### config.mk
export PLATFORM = sky130hd
export DESIGN_NAME = asf_top
export DESIGN_NICKNAME = d
export VERILOG_FILES = /design/src/common/asf_pkg.sv /design/src/common/asf_settle_if.sv /design/src/common/asf_setup_if.sv /design/src/rtl/asf_settle_timer.sv /design/src/rtl/asf_setup_reg.sv /design/src/rtl/asf_top.sv
export SDC_FILE = /design/constraint.sdc
export NUM_CORES = 1
export LEC_CHECK = 0
export ABC_AREA = 1
export BUFFER_PORTS_ARGS = -buffer_cell sky130_fd_sc_hd__buf_2
export CAP_MARGIN = 20
export CORE_MARGIN = 5
export CORE_UTILIZATION = 55
export DETAILED_ROUTE_END_ITERATION = 12
export MAX_ROUTING_LAYER = met4
export PLACE_DENSITY = 0.76
export SYNTH_ARGS = -nofsm -noshare
export SYNTH_HDL_FRONTEND = slang
export SYNTH_HIERARCHICAL = 1
export SYNTH_SLANG_ARGS = --single-unit
export TNS_END_PERCENT = 50
### constraint.sdc
create_clock -name core_clk -period 5.8 [get_ports core_clk]
set_input_delay 0.87 -clock core_clk [delete_from_list [all_inputs] [get_ports core_clk]]
set_output_delay 0.87 -clock core_clk [all_outputs]
set_load 0.005 [all_outputs]
### src/common/asf_pkg.sv
package asf_pkg;
	// ==========================================================
	// bus and sizes
	localparam int ASF_AW = 8;
	localparam int ASF_DW = 24;
	localparam int ASF_NSETUP = 8;
	localparam int ASF_NCH = 16;
	localparam int ASF_CHW = 4;
	localparam int ASF_SETW = 3;
	// ==========================================================
	// register map (register index on the port)
	localparam logic [7:0] ASF_SETUP0_OFS = 8'h21;
	localparam logic [7:0] ASF_SETUP7_OFS = 8'h28;
	localparam logic [7:0] ASF_CTRL_OFS = 8'h40;
	localparam logic [7:0] ASF_STATUS_OFS = 8'h41;
	// ==========================================================
	// setup register fields
	localparam int ASF_SETTLE_LSB = 21;
	localparam int ASF_REPEAT_LSB = 16;
	localparam int ASF_FTYPE_LSB = 12;
	localparam int ASF_RSVD_BIT = 11;
	localparam int ASF_RATE_LSB = 0;
	localparam logic [2:0] ASF_SETTLE_RST = 3'h0;
	localparam logic [4:0] ASF_REPEAT_RST = 5'h00;
	localparam logic [3:0] ASF_FTYPE_RST = 4'h2;
	localparam logic [10:0] ASF_RATE_RST = 11'h030;
	localparam logic [10:0] ASF_RATE_ZERO = 11'h000;
	localparam logic [10:0] ASF_RATE_ONE = 11'h001;
	// ==========================================================
	// control register fields
	localparam int ASF_CTRL_SEQ_EN = 0;
	localparam int ASF_CTRL_DUTY = 1;
	localparam int ASF_CTRL_CAL = 2;
	localparam logic [2:0] ASF_CTRL_RST = 3'h0;
	// ==========================================================
	// filter type codes
	localparam logic [3:0] ASF_FT_SINC4 = 4'h0;
	localparam logic [3:0] ASF_FT_SINC4_AVG = 4'h1;
	localparam logic [3:0] ASF_FT_SINC3 = 4'h2;
	localparam logic [3:0] ASF_FT_SINC3_NOTCH = 4'h3;
	localparam logic [3:0] ASF_FT_SINC3_AVG = 4'h4;
	localparam logic [3:0] ASF_FT_POST1 = 4'h5;
	localparam logic [3:0] ASF_FT_POST4 = 4'h8;
	// ==========================================================
	// settling wait: shortest wait in master clock cycles, doubled per code step
	localparam int ASF_SETTLE_CW = 13;
	localparam logic [12:0] ASF_SETTLE_MIN_CYC = 13'h0020;
	// ==========================================================
	typedef struct packed {
		logic [2:0] settle_code;
		logic [4:0] repeat_cnt;
		logic [3:0] filt_type;
		logic [10:0] rate_word;
	} asf_cfg_s;
endpackage

### src/common/asf_settle_if.sv
`timescale 1ns/100ps
interface asf_settle_if;
	logic start;
	logic [2:0] code;
	logic busy;
	logic done;
	modport timer (input start, input code, output busy, output done);
	modport ctl (output start, output code, input busy, input done);
endinterface

### src/common/asf_setup_if.sv
`timescale 1ns/100ps
interface asf_setup_if;
	logic wr;
	logic [23:0] wdata;
	asf_pkg::asf_cfg_s cfg;
	modport reg_side (input wr, input wdata, output cfg);
	modport ctl (output wr, output wdata, input cfg);
endinterface

### src/rtl/asf_settle_timer.sv
`timescale 1ns/100ps
module asf_settle_timer (
	input wire logic core_clk,
	input wire logic sys_rst,
	input wire logic mclk_tick,
	asf_settle_if.timer tif
);
	// ==========================================================
	// counts master clock ticks down from the selected wait
	logic [asf_pkg::ASF_SETTLE_CW-1:0] cnt_reg;
	logic [asf_pkg::ASF_SETTLE_CW-1:0] cnt_next;
	logic busy_reg;
	logic busy_next;
	logic done_reg;
	logic done_next;

	always_comb begin
		cnt_next = cnt_reg;
		busy_next = busy_reg;
		done_next = 1'b0;
		if (tif.start) begin
			cnt_next = asf_pkg::ASF_SETTLE_MIN_CYC << tif.code;
			busy_next = 1'b1;
		end else if (busy_reg && mclk_tick) begin
			cnt_next = cnt_reg - 13'h0001;
			if (cnt_reg == 13'h0001) begin
				busy_next = 1'b0;
				done_next = 1'b1;
			end
		end
	end

	always_ff @(posedge core_clk) begin
		if (sys_rst) begin
			cnt_reg <= 13'h0000;
			busy_reg <= 1'b0;
			done_reg <= 1'b0;
		end else begin
			cnt_reg <= cnt_next;
			busy_reg <= busy_next;
			done_reg <= done_next;
		end
	end

	assign tif.busy = busy_reg;
	assign tif.done = done_reg;
endmodule

### src/rtl/asf_setup_reg.sv
`timescale 1ns/100ps
module asf_setup_reg (
	input wire logic core_clk,
	input wire logic sys_rst,
	asf_setup_if.reg_side sif
);
	// ==========================================================
	// one setup register; reserved bit is not stored and so reads zero
	asf_pkg::asf_cfg_s cfg_reg;
	asf_pkg::asf_cfg_s cfg_next;

	always_comb begin
		cfg_next = cfg_reg;
		if (sif.wr) begin
			cfg_next.settle_code = sif.wdata[asf_pkg::ASF_SETTLE_LSB +: 3];
			cfg_next.repeat_cnt = sif.wdata[asf_pkg::ASF_REPEAT_LSB +: 5];
			cfg_next.filt_type = sif.wdata[asf_pkg::ASF_FTYPE_LSB +: 4];
			cfg_next.rate_word = sif.wdata[asf_pkg::ASF_RATE_LSB +: 11];
		end
	end

	always_ff @(posedge core_clk) begin
		if (sys_rst) begin
			cfg_reg <= '{asf_pkg::ASF_SETTLE_RST, asf_pkg::ASF_REPEAT_RST,
				asf_pkg::ASF_FTYPE_RST, asf_pkg::ASF_RATE_RST};
		end else begin
			cfg_reg <= cfg_next;
		end
	end

	assign sif.cfg = cfg_reg;
endmodule

### src/rtl/asf_top.sv
`timescale 1ns/100ps
module asf_top (
	core_clk,
	sys_rst,
	reg_addr,
	reg_wdata,
	reg_wr,
	reg_rd,
	reg_rdata,
	mclk_tick,
	chan_enable,
	chan_setup_sel,
	conv_done,
	conv_start,
	active_chan,
	active_setup,
	filt_order4,
	filt_avg,
	extra_notch_mode,
	post_filter_sel,
	rate_word,
	settling,
	seq_busy
);
	input wire logic core_clk;
	input wire logic sys_rst;
	input wire logic [asf_pkg::ASF_AW-1:0] reg_addr;
	input wire logic [asf_pkg::ASF_DW-1:0] reg_wdata;
	input wire logic reg_wr;
	input wire logic reg_rd;
	output logic [asf_pkg::ASF_DW-1:0] reg_rdata;
	input wire logic mclk_tick;
	input wire logic [asf_pkg::ASF_NCH-1:0] chan_enable;
	input wire logic [asf_pkg::ASF_NCH*asf_pkg::ASF_SETW-1:0] chan_setup_sel;
	input wire logic conv_done;
	output logic conv_start;
	output logic [asf_pkg::ASF_CHW-1:0] active_chan;
	output logic [asf_pkg::ASF_SETW-1:0] active_setup;
	output logic filt_order4;
	output logic filt_avg;
	output logic extra_notch_mode;
	output logic [2:0] post_filter_sel;
	output logic [10:0] rate_word;
	output logic settling;
	output logic seq_busy;

	typedef enum logic [2:0] {
		ASF_IDLE,
		ASF_PICK,
		ASF_SETTLE,
		ASF_CONVERT,
		ASF_WAIT
	} asf_state_e;

	// ==========================================================
	// setup registers
	asf_pkg::asf_cfg_s cfg [asf_pkg::ASF_NSETUP];
	logic in_setup_range;
	logic [asf_pkg::ASF_SETW-1:0] setup_idx;

	assign in_setup_range = (reg_addr >= asf_pkg::ASF_SETUP0_OFS) && (reg_addr <= asf_pkg::ASF_SETUP7_OFS);
	assign setup_idx = asf_pkg::ASF_SETW'(reg_addr - asf_pkg::ASF_SETUP0_OFS);

	for (genvar g = 0; g < asf_pkg::ASF_NSETUP; g++) begin : g_setup
		asf_setup_if sif ();
		assign sif.wr = reg_wr && in_setup_range && (setup_idx == asf_pkg::ASF_SETW'(g));
		assign sif.wdata = reg_wdata;
		assign cfg[g] = sif.cfg;
		asf_setup_reg u_setup (
			.core_clk(core_clk),
			.sys_rst(sys_rst),
			.sif(sif)
		);
	end

	// ==========================================================
	// control register
	logic [2:0] ctrl_reg;
	logic [2:0] ctrl_next;
	logic seq_en;
	logic once_only;

	always_comb begin
		ctrl_next = ctrl_reg;
		if (reg_wr && (reg_addr == asf_pkg::ASF_CTRL_OFS)) begin
			ctrl_next = reg_wdata[2:0];
		end
	end

	always_ff @(posedge core_clk) begin
		if (sys_rst) begin
			ctrl_reg <= asf_pkg::ASF_CTRL_RST;
		end else begin
			ctrl_reg <= ctrl_next;
		end
	end

	assign seq_en = ctrl_reg[asf_pkg::ASF_CTRL_SEQ_EN];
	assign once_only = ctrl_reg[asf_pkg::ASF_CTRL_DUTY] | ctrl_reg[asf_pkg::ASF_CTRL_CAL];

	// ==========================================================
	// settling timer
	asf_settle_if tif ();

	asf_settle_timer u_timer (
		.core_clk(core_clk),
		.sys_rst(sys_rst),
		.mclk_tick(mclk_tick),
		.tif(tif)
	);

	// ==========================================================
	// sequencer
	asf_state_e state_reg;
	asf_state_e state_next;
	logic [asf_pkg::ASF_CHW-1:0] chan_reg;
	logic [asf_pkg::ASF_CHW-1:0] chan_next;
	logic [asf_pkg::ASF_SETW-1:0] setup_reg;
	logic [asf_pkg::ASF_SETW-1:0] setup_next;
	logic last_valid_reg;
	logic last_valid_next;
	logic [4:0] rep_left_reg;
	logic [4:0] rep_left_next;
	logic start_reg;
	logic start_next;
	logic [asf_pkg::ASF_CHW-1:0] found_chan;
	logic found_any;
	asf_pkg::asf_cfg_s pick_cfg;
	asf_pkg::asf_cfg_s cur_cfg;
	logic [asf_pkg::ASF_SETW-1:0] pick_setup;

	// round robin: search the enabled channels starting after the current one
	always_comb begin
		logic [asf_pkg::ASF_CHW-1:0] cand;
		cand = '0;
		found_chan = chan_reg;
		found_any = 1'b0;
		for (int i = asf_pkg::ASF_NCH; i >= 1; i--) begin
			cand = chan_reg + asf_pkg::ASF_CHW'(i);
			if (chan_enable[cand]) begin
				found_chan = cand;
				found_any = 1'b1;
			end
		end
	end

	assign pick_setup = chan_setup_sel[found_chan*asf_pkg::ASF_SETW +: asf_pkg::ASF_SETW];
	assign pick_cfg = cfg[pick_setup];
	assign cur_cfg = cfg[setup_reg];

	always_comb begin
		state_next = state_reg;
		chan_next = chan_reg;
		setup_next = setup_reg;
		last_valid_next = last_valid_reg;
		rep_left_next = rep_left_reg;
		start_next = 1'b0;
		tif.start = 1'b0;
		tif.code = pick_cfg.settle_code;
		unique case (state_reg)
			ASF_IDLE: begin
				if (seq_en && found_any) begin
					state_next = ASF_PICK;
				end
			end
			ASF_PICK: begin
				if (!seq_en || !found_any) begin
					state_next = ASF_IDLE;
				end else begin
					chan_next = found_chan;
					setup_next = pick_setup;
					rep_left_next = once_only ? 5'h00 : pick_cfg.repeat_cnt;
					last_valid_next = 1'b1;
					if (!last_valid_reg || (found_chan != chan_reg)) begin
						tif.start = 1'b1;
						state_next = ASF_SETTLE;
					end else begin
						state_next = ASF_CONVERT;
					end
				end
			end
			ASF_SETTLE: begin
				if (!seq_en) begin
					state_next = ASF_IDLE;
					last_valid_next = 1'b0;
				end else if (tif.done) begin
					state_next = ASF_CONVERT;
				end
			end
			ASF_CONVERT: begin
				start_next = 1'b1;
				state_next = ASF_WAIT;
			end
			ASF_WAIT: begin
				if (conv_done) begin
					if (!seq_en) begin
						state_next = ASF_IDLE;
					end else if (rep_left_reg != 5'h00 && !once_only) begin
						rep_left_next = rep_left_reg - 5'h01;
						state_next = ASF_CONVERT;
					end else begin
						state_next = ASF_PICK;
					end
				end
			end
		endcase
	end

	always_ff @(posedge core_clk) begin
		if (sys_rst) begin
			state_reg <= ASF_IDLE;
			chan_reg <= '1;
			setup_reg <= '0;
			last_valid_reg <= 1'b0;
			rep_left_reg <= 5'h00;
			start_reg <= 1'b0;
		end else begin
			state_reg <= state_next;
			chan_reg <= chan_next;
			setup_reg <= setup_next;
			last_valid_reg <= last_valid_next;
			rep_left_reg <= rep_left_next;
			start_reg <= start_next;
		end
	end

	// ==========================================================
	// filter decode, latched with each conversion start
	logic ord4_reg;
	logic ord4_next;
	logic avg_reg;
	logic avg_next;
	logic notch_reg;
	logic notch_next;
	logic [2:0] post_reg;
	logic [2:0] post_next;
	logic [10:0] rate_reg;
	logic [10:0] rate_next;
	logic [asf_pkg::ASF_CHW-1:0] achan_reg;
	logic [asf_pkg::ASF_CHW-1:0] achan_next;
	logic [asf_pkg::ASF_SETW-1:0] aset_reg;
	logic [asf_pkg::ASF_SETW-1:0] aset_next;

	// reserved types fall back to plain sinc3; software must not write them
	always_comb begin
		ord4_next = ord4_reg;
		avg_next = avg_reg;
		notch_next = notch_reg;
		post_next = post_reg;
		rate_next = rate_reg;
		achan_next = achan_reg;
		aset_next = aset_reg;
		if (state_reg == ASF_CONVERT) begin
			achan_next = chan_reg;
			aset_next = setup_reg;
			ord4_next = (cur_cfg.filt_type == asf_pkg::ASF_FT_SINC4) ||
				(cur_cfg.filt_type == asf_pkg::ASF_FT_SINC4_AVG);
			avg_next = (cur_cfg.filt_type == asf_pkg::ASF_FT_SINC4_AVG) ||
				(cur_cfg.filt_type == asf_pkg::ASF_FT_SINC3_AVG);
			notch_next = (cur_cfg.filt_type == asf_pkg::ASF_FT_SINC3_NOTCH);
			if (cur_cfg.filt_type >= asf_pkg::ASF_FT_POST1 && cur_cfg.filt_type <= asf_pkg::ASF_FT_POST4) begin
				post_next = 3'(cur_cfg.filt_type - asf_pkg::ASF_FT_POST1) + 3'h1;
			end else begin
				post_next = 3'h0;
			end
			if (cur_cfg.rate_word == asf_pkg::ASF_RATE_ZERO) begin
				rate_next = asf_pkg::ASF_RATE_ONE;
			end else begin
				rate_next = cur_cfg.rate_word;
			end
		end
	end

	always_ff @(posedge core_clk) begin
		if (sys_rst) begin
			ord4_reg <= 1'b0;
			avg_reg <= 1'b0;
			notch_reg <= 1'b0;
			post_reg <= 3'h0;
			rate_reg <= asf_pkg::ASF_RATE_RST;
			achan_reg <= '0;
			aset_reg <= '0;
		end else begin
			ord4_reg <= ord4_next;
			avg_reg <= avg_next;
			notch_reg <= notch_next;
			post_reg <= post_next;
			rate_reg <= rate_next;
			achan_reg <= achan_next;
			aset_reg <= aset_next;
		end
	end

	// ==========================================================
	// read port and status flags
	logic [asf_pkg::ASF_DW-1:0] rdata_reg;
	logic [asf_pkg::ASF_DW-1:0] rdata_next;
	logic settling_reg;
	logic settling_next;
	logic busy_reg;
	logic busy_next;
	asf_pkg::asf_cfg_s rd_cfg;

	assign rd_cfg = cfg[setup_idx];

	always_comb begin
		rdata_next = '0;
		settling_next = (state_next == ASF_SETTLE);
		busy_next = (state_next != ASF_IDLE);
		if (reg_rd) begin
			if (in_setup_range) begin
				rdata_next = {rd_cfg.settle_code, rd_cfg.repeat_cnt, rd_cfg.filt_type,
					1'b0, rd_cfg.rate_word};
			end else if (reg_addr == asf_pkg::ASF_CTRL_OFS) begin
				rdata_next = {21'h000000, ctrl_reg};
			end else if (reg_addr == asf_pkg::ASF_STATUS_OFS) begin
				rdata_next = {10'h000, rep_left_reg, setup_reg, chan_reg, settling_reg, busy_reg};
			end
		end
	end

	always_ff @(posedge core_clk) begin
		if (sys_rst) begin
			rdata_reg <= '0;
			settling_reg <= 1'b0;
			busy_reg <= 1'b0;
		end else begin
			rdata_reg <= rdata_next;
			settling_reg <= settling_next;
			busy_reg <= busy_next;
		end
	end

	assign reg_rdata = rdata_reg;
	assign conv_start = start_reg;
	assign active_chan = achan_reg;
	assign active_setup = aset_reg;
	assign filt_order4 = ord4_reg;
	assign filt_avg = avg_reg;
	assign extra_notch_mode = notch_reg;
	assign post_filter_sel = post_reg;
	assign rate_word = rate_reg;
	assign settling = settling_reg;
	assign seq_busy = busy_reg;
endmodule

==> results of run 1 <==
-- cells by family (layout without fill, tap and decap cells) --
| group | count (synthesis) | in the layout | share of synthesized area [%] |
|---|---|---|---|
| fa+ha+maj | 15 | 15 | 1.115 |
| flops | 269 | 269 | 31.98 |
| other cells | 0 | 5 | 0 |
| buf+inv | 520 | 602 | 14.23 |
| xor+xnor | 12 | 12 | 0.8472 |
| compound gates | 504 | 504 | 16.01 |
| simple gates | 1475 | 1475 | 35.82 |
-- where the power goes --
| group | total, mW | internal, mW | leakage, nW | switching (mW) |
|---|---|---|---|---|
| logic | 0.587 | 0.183 | 6.21 | 0.404 |
| clock network | 1.79 | 1.01 | 0.456 | 0.786 |
| registers | 1.86 | 1.85 | 2.17 | 0.00486 |
| total | 4.24 | 3.04 | 8.84 | 1.20 |
-- layout make-up --
type	instances	share of cell area, %
Multi-Input combinational cell	2006	49.45
Sequential cell	269	29.26
Inverter	363	7.417
Timing Repair Buffer	188	6.173
Clock buffer	42	4.589
Tap cell	396	2.692
Clock inverter	9	0.3467
Antenna cell	5	0.06799
-- metrics by stage --
step	hold WS [ns]	utilization (%)	setup slack [ns]	cell area (um2)
floorplan	0.4289	-	1.564	16840
global placement	0.4403	57.00	0.7813	17350
detailed placement	0.4476	57.18	0.7412	17400
CTS	0.4622	60.17	0.6992	18310
finish	0.4588	60.48	0.5951	18400
global route	0.4791	60.48	0.05687	18400
-- final timing paths --
check                                                                start                                         end  slack (ns)  cells after the start
worst min register to register  g_setup[6].u_setup/sif.cfg[4]$_SDFFE_PP1P_  g_setup[6].u_setup/sif.cfg[4]$_SDFFE_PP1P_        0.46                      2
worst min-delay path            g_setup[6].u_setup/sif.cfg[4]$_SDFFE_PP1P_  g_setup[6].u_setup/sif.cfg[4]$_SDFFE_PP1P_        0.46                      2
worst max register to register                    chan_reg[0]$_SDFFE_PP1P_             u_timer/cnt_reg[7]$_SDFFE_PP0P_        0.60                     39
worst max-delay path                              chan_reg[0]$_SDFFE_PP1P_             u_timer/cnt_reg[7]$_SDFFE_PP0P_        0.60                     39
-- routing by layer --
| metal | vias to the layer above | share of wire [%] |
|---|---|---|
| li1 | 8921 | - |
| met1 | 8169 | 42 |
| met2 | 844 | 44 |
| met3 | 146 | 11 |
| met4 | 0 | 3.4 |
| met5 | - | 0 |
-- worst reg2reg max path, delay by kind of cell (launching register included) --
kind                     cells  cell delay, ns
AO/OA/AOI/OAI                5            0.67
AND/OR/NAND/NOR             29            3.08
flip-flops                   1            0.37
buffers and inverters        4            0.68
adder cells (fa/ha/maj)      1            0.31
-- cell usage in the layout (no fill, tap or decap), types with 5 or more instances in the layout --
cell,instances
clkbuf_8,7
buf_16,5
inv_1,339
dfxtp_1,269
nand2_1,756
nand3_1,212
clkbuf_16,29
inv_2,21
nor2_1,437
nor3_2,8
o21ai_0,217
nand3b_1,7
diode_2,5
nor4_1,7
nand2_4,5
o21ai_1,25
buf_2,150
clkbuf_1,6
o22ai_1,9
a21oi_1,191
ha_1,14
buf_4,33
o211ai_1,30
nand2_2,13
nor2_2,5
a31oi_1,12
nor3_1,10
clkinv_2,7
xor2_1,6
==> results.cfg, run 1 <==
[hold_path]
hold_path.class = flip-flop to flip-flop

[clocking]
cts_resized = 0
cts_buffer_depth = 3
cts.root.buffer_cell = clkbuf_16
cts_hold_buf = 0
post_cts_buffers = 0
cts_inserted_buffers = 29
clk_latency_ns = 0.58
cts_tree = done
path_clk_slew_ns = 0.07
cts_sinks = 269
cts-htree-levels = 1

[floorplanning]
die_h_um = 185.0
core_um2 = 30430
pin_count = 153
fp-row-count = 64
die_area_um2 = 34210
floorplan.initialDensity_pct = 55.33
die_x_um = 185.0

[timing]
worst-slew-pin-transition_ns = 1.147
skew_ns = 0.01739
fin_crit_sh_pct = 89.74
fin_crit_ns = 5.205
hold_viol_final = 0
fmax_ghz = 0.1921
fin_setup_tns_ns = 0
report.final.slew_viol_count = 0
finalSetupViolations = 0
slew_headroom_pct = 23.43
rsz0062_at_grt = no

[grt]
use_met1_pct = 40.98
grt_busiest_layer = met2
use_met3_pct = 6.147
overflow = 0
grt_pass1_vias = 16330
grt_usage_pct = 31.24
grt_pass1_wl_mm = 84.35
grt_antenna_before_repair = 5
grt_util_met2_pct = 48.85
grt_max_degree = 98

[final_layout]
multi_input_area_um2 = 9101
seq_area_um2 = 5385
largest_reg_flops = 184
drive_gt1_share_pct = 10.71
final_nets = 2974
fin_cells = 3278
syn_to_final_growth_pct = 9.304
fill_cells = 2970

[setup_path]
cpLargestDelayFamily = simple AND/OR/NAND/NOR gates
arrival_ns = 5.71
crit_path_frequent_cell = nand2_1
critPathRequiredTime_ns = 6.31
critical_path_class = flip-flop to flip-flop
crit_slowest_cell = nand2_4
startpoint_type = flip-flop
slowest_delay_ns = 0.39
critPathCaptureType = flip-flop
crit_buf_inv = 4
cp_max_fo = 39

[logic_synthesis]
ys_top_cells_by_count = 756 x nand2_1, 438 x nor2_1, 339 x inv_1
syn_inst = 2795
ys_warn_count = 6
synth-seq-cells = 269
avgSynthCellArea_um2 = 6.024
synth_top_area_share_pct = 31.98
synth_cell_types = 49
seq_area_frac_synth_pct = 31.98
synth-edff-count = 0
synth_nets = 2912
async_flop_share_pct = 0
synth_area_leader_cell = dfxtp_1
synthTopCellsByArea = dfxtp_1 32%, nand2_1 17%, nor2_1 9.8%
synth_most_common_cell = nand2_1
syn_area_um2 = 16840
ys.flop_type = dfxtp_1

[detailed_routing]
num_vias = 18080
vias_per_cell = 5.516
dr.pass1.iters = 6
drc = 0
drt-initial-drc-count = 2210
wl_per_cell_um = 16.43
ant_nets = 0
routed_wl_mm = 53.87

[power]
ir_drop_mv = 0.2260
p_per_area_nw_per_um2 = 230.4
p_leak_nw = 8.837
finalPower_mw = 4.240

[placed_design]
place_congestion = 0.9233
dp.cells = 3219
dpl.hpwl_mm = 35.30
port_buffers = 151

[status]
status = finished, final reports clean

[job]
max_cap_viol_count = 0
Power figures use the tool's default switching activity.
==> run 2, diff against run 1 <==
Settings changed: BUFFER_PORTS_ARGS -buffer_cell sky130_fd_sc_hd__buf_2 to -buffer_cell sky130_fd_sc_hd__buf_4, SKIP_LAST_GASP set to 1.
==> run 2 against run 1 <==
Effect of this change:
- core utilization grew 1.5 points
- critical path depth shrank 4
- total power grew 5.4%
- register-to-register slack gained 0.06 ns
- die area is the same
- clock power grew 12%
- worst setup slack gained 0.064 ns
- fmax grew 1.2%
- critical endpoint unchanged
- largest cell class unchanged
==> results.cfg, run 2 (synthesis results as in run 1) <==
[placed_design]
dp.cells = 3217
port_buffers = 151
dpl.hpwl_mm = 36.05
place_congestion = 0.9627

[detailed_routing]
dr.pass1.iters = 6
vias_per_cell = 5.523
routed_wl_mm = 54.16
num_vias = 18100
drc = 0
wl_per_cell_um = 16.53
ant_nets = 0
drt-initial-drc-count = 1695

[grt]
grt_usage_pct = 31.30
grt_max_degree = 81
grt_pass1_vias = 16830
overflow = 0
grt_pass1_wl_mm = 85.32
grt_antenna_before_repair = 1

[setup_path]
reg2reg_depth = 35
critPathRequiredTime_ns = 6.30
rrSetupSlack_ns = 0.66
crit_path_frequent_cell = nand2_1
startpoint_type = flip-flop
r2r-end = u_timer/cnt_reg[7]$_SDFFE_PP0P_
arrival_ns = 5.64
regToRegStartpoint = chan_reg[0]$_SDFFE_PP1P_
slowest_delay_ns = 0.37
critPathCaptureType = flip-flop
cp_max_fo = 26
crit_slowest_cell = dfxtp_1
critical_path_class = flip-flop to flip-flop

[floorplanning]
floorplan.initialDensity_pct = 55.33
die_x_um = 185.0
core_um2 = 30430
fp-row-count = 64
die_h_um = 185.0
die_area_um2 = 34210
pin_count = 153

[clocking]
cts_sinks = 269
cts_hold_buf = 0
cts_resized = 0
cts-htree-levels = 1
post_cts_buffers = 0
clk_latency_ns = 0.59
cts_inserted_buffers = 30
cts.root.buffer_cell = clkbuf_16
cts_tree = done
path_clk_slew_ns = 0.07
cts_buffer_depth = 3

[final_layout]
final_nets = 2973
fin_cells = 3277
largest_reg_flops = 184
drive_gt1_share_pct = 10.83
seq_area_um2 = 5385
multi_input_area_um2 = 9110
fill_cells = 2892
final_common_cell = nand2_1
syn_to_final_growth_pct = 11.99
final_cell_mix = 756 x nand2_1, 437 x nor2_1, 339 x inv_1, 269 x dfxtp_1, 217 x o21ai_0

[job]
max_cap_viol_count = 0

[timing]
fin_setup_tns_ns = 0
worst-slew-pin-transition_ns = 1.217
skew_ns = 0.03819
slew_headroom_pct = 18.76
finalSetupViolations = 0
fin_crit_sh_pct = 88.64
fin_crit_ns = 5.141
hold_viol_final = 0
fmax_ghz = 0.1945
report.final.slew_viol_count = 0
rsz0062_at_grt = no

[power]
ir_drop_mv = 0.2371
p_leak_nw = 8.949
p_per_area_nw_per_um2 = 236.9

[hold_path]
holdPathEnd = g_setup[2].u_setup/sif.cfg[5]$_SDFFE_PP1P_
holdPathStages = 2
hold_path.class = flip-flop to flip-flop
hp-start = g_setup[2].u_setup/sif.cfg[5]$_SDFFE_PP1P_

[status]
status = finished, final reports clean
## run 2: cell count changes in the layout (fill, tap and decap cells not counted), sizes merged
cell,delta
clkbuf,+1
bufinv,+3
buf,-2
clkinv,-2
clkinvlp,+3
diode,-4
## run 2: worst max-delay path by stage
stage	startpoint	cells after the start	end	slack, ns
floorplan	chan_reg[1]$_SDFFE_PP1P_	44	u_timer/cnt_reg[7]$_SDFFE_PP0P_	1.56
global placement	chan_reg[0]$_SDFFE_PP1P_	36	u_timer/cnt_reg[7]$_SDFFE_PP0P_	0.73
detailed placement	chan_reg[0]$_SDFFE_PP1P_	36	u_timer/cnt_reg[7]$_SDFFE_PP0P_	0.61
CTS	chan_reg[0]$_SDFFE_PP1P_	36	u_timer/cnt_reg[7]$_SDFFE_PP0P_	0.57
global route	chan_reg[0]$_SDFFE_PP1P_	36	u_timer/cnt_reg[5]$_SDFFE_PP0P_	0.13
finish	chan_reg[0]$_SDFFE_PP1P_	35	u_timer/cnt_reg[7]$_SDFFE_PP0P_	0.66
## run 2: through the flow
stage               util, %  hold slack [ns]  cell area [um2]  setup WS [ns]  power (mW)
global route          61.97           0.4893            18860         0.1310       4.621
global placement      58.24           0.4396            17720         0.7314       2.468
floorplan                 -           0.4289            16840          1.564       2.298
CTS                   61.66           0.4602            18760         0.5736       4.466
finish                61.97           0.4551            18860         0.6592       4.468
detailed placement    58.24           0.4443            17720         0.6149       2.480
## run 2: layout make-up
cell class,instances,area share [%]
tap,396,2.628
timing repair buffer,186,7.723
clock inverter,13,0.8626
sequential,269,28.56
clock buffer,43,4.665
inverter,363,7.239
antenna,1,0.01327
multi-input combinational,2006,48.31
## run 2: layer usage
metal	vias up	wire, um	global-route usage, %
met2	836	24460	50.96
met4	0	1650	9.395
met5	-	0	-
li1	8923	-	-
met3	162	5323	5.361
met1	8179	22730	40.09
## run 2: worst max-delay path, delay by kind of cell, from the launching register on
kind            cells  cell delay, ns
buf+inv             5            1.00
compound gates      4            0.72
flops               1            0.37
simple gates       25            2.66
fa+ha+maj           1            0.30
## run 2: report_power, final
group          switching [mW]  internal, mW
Combinational           0.405         0.199
Clock                   0.817          1.19
Sequential            0.00523          1.85
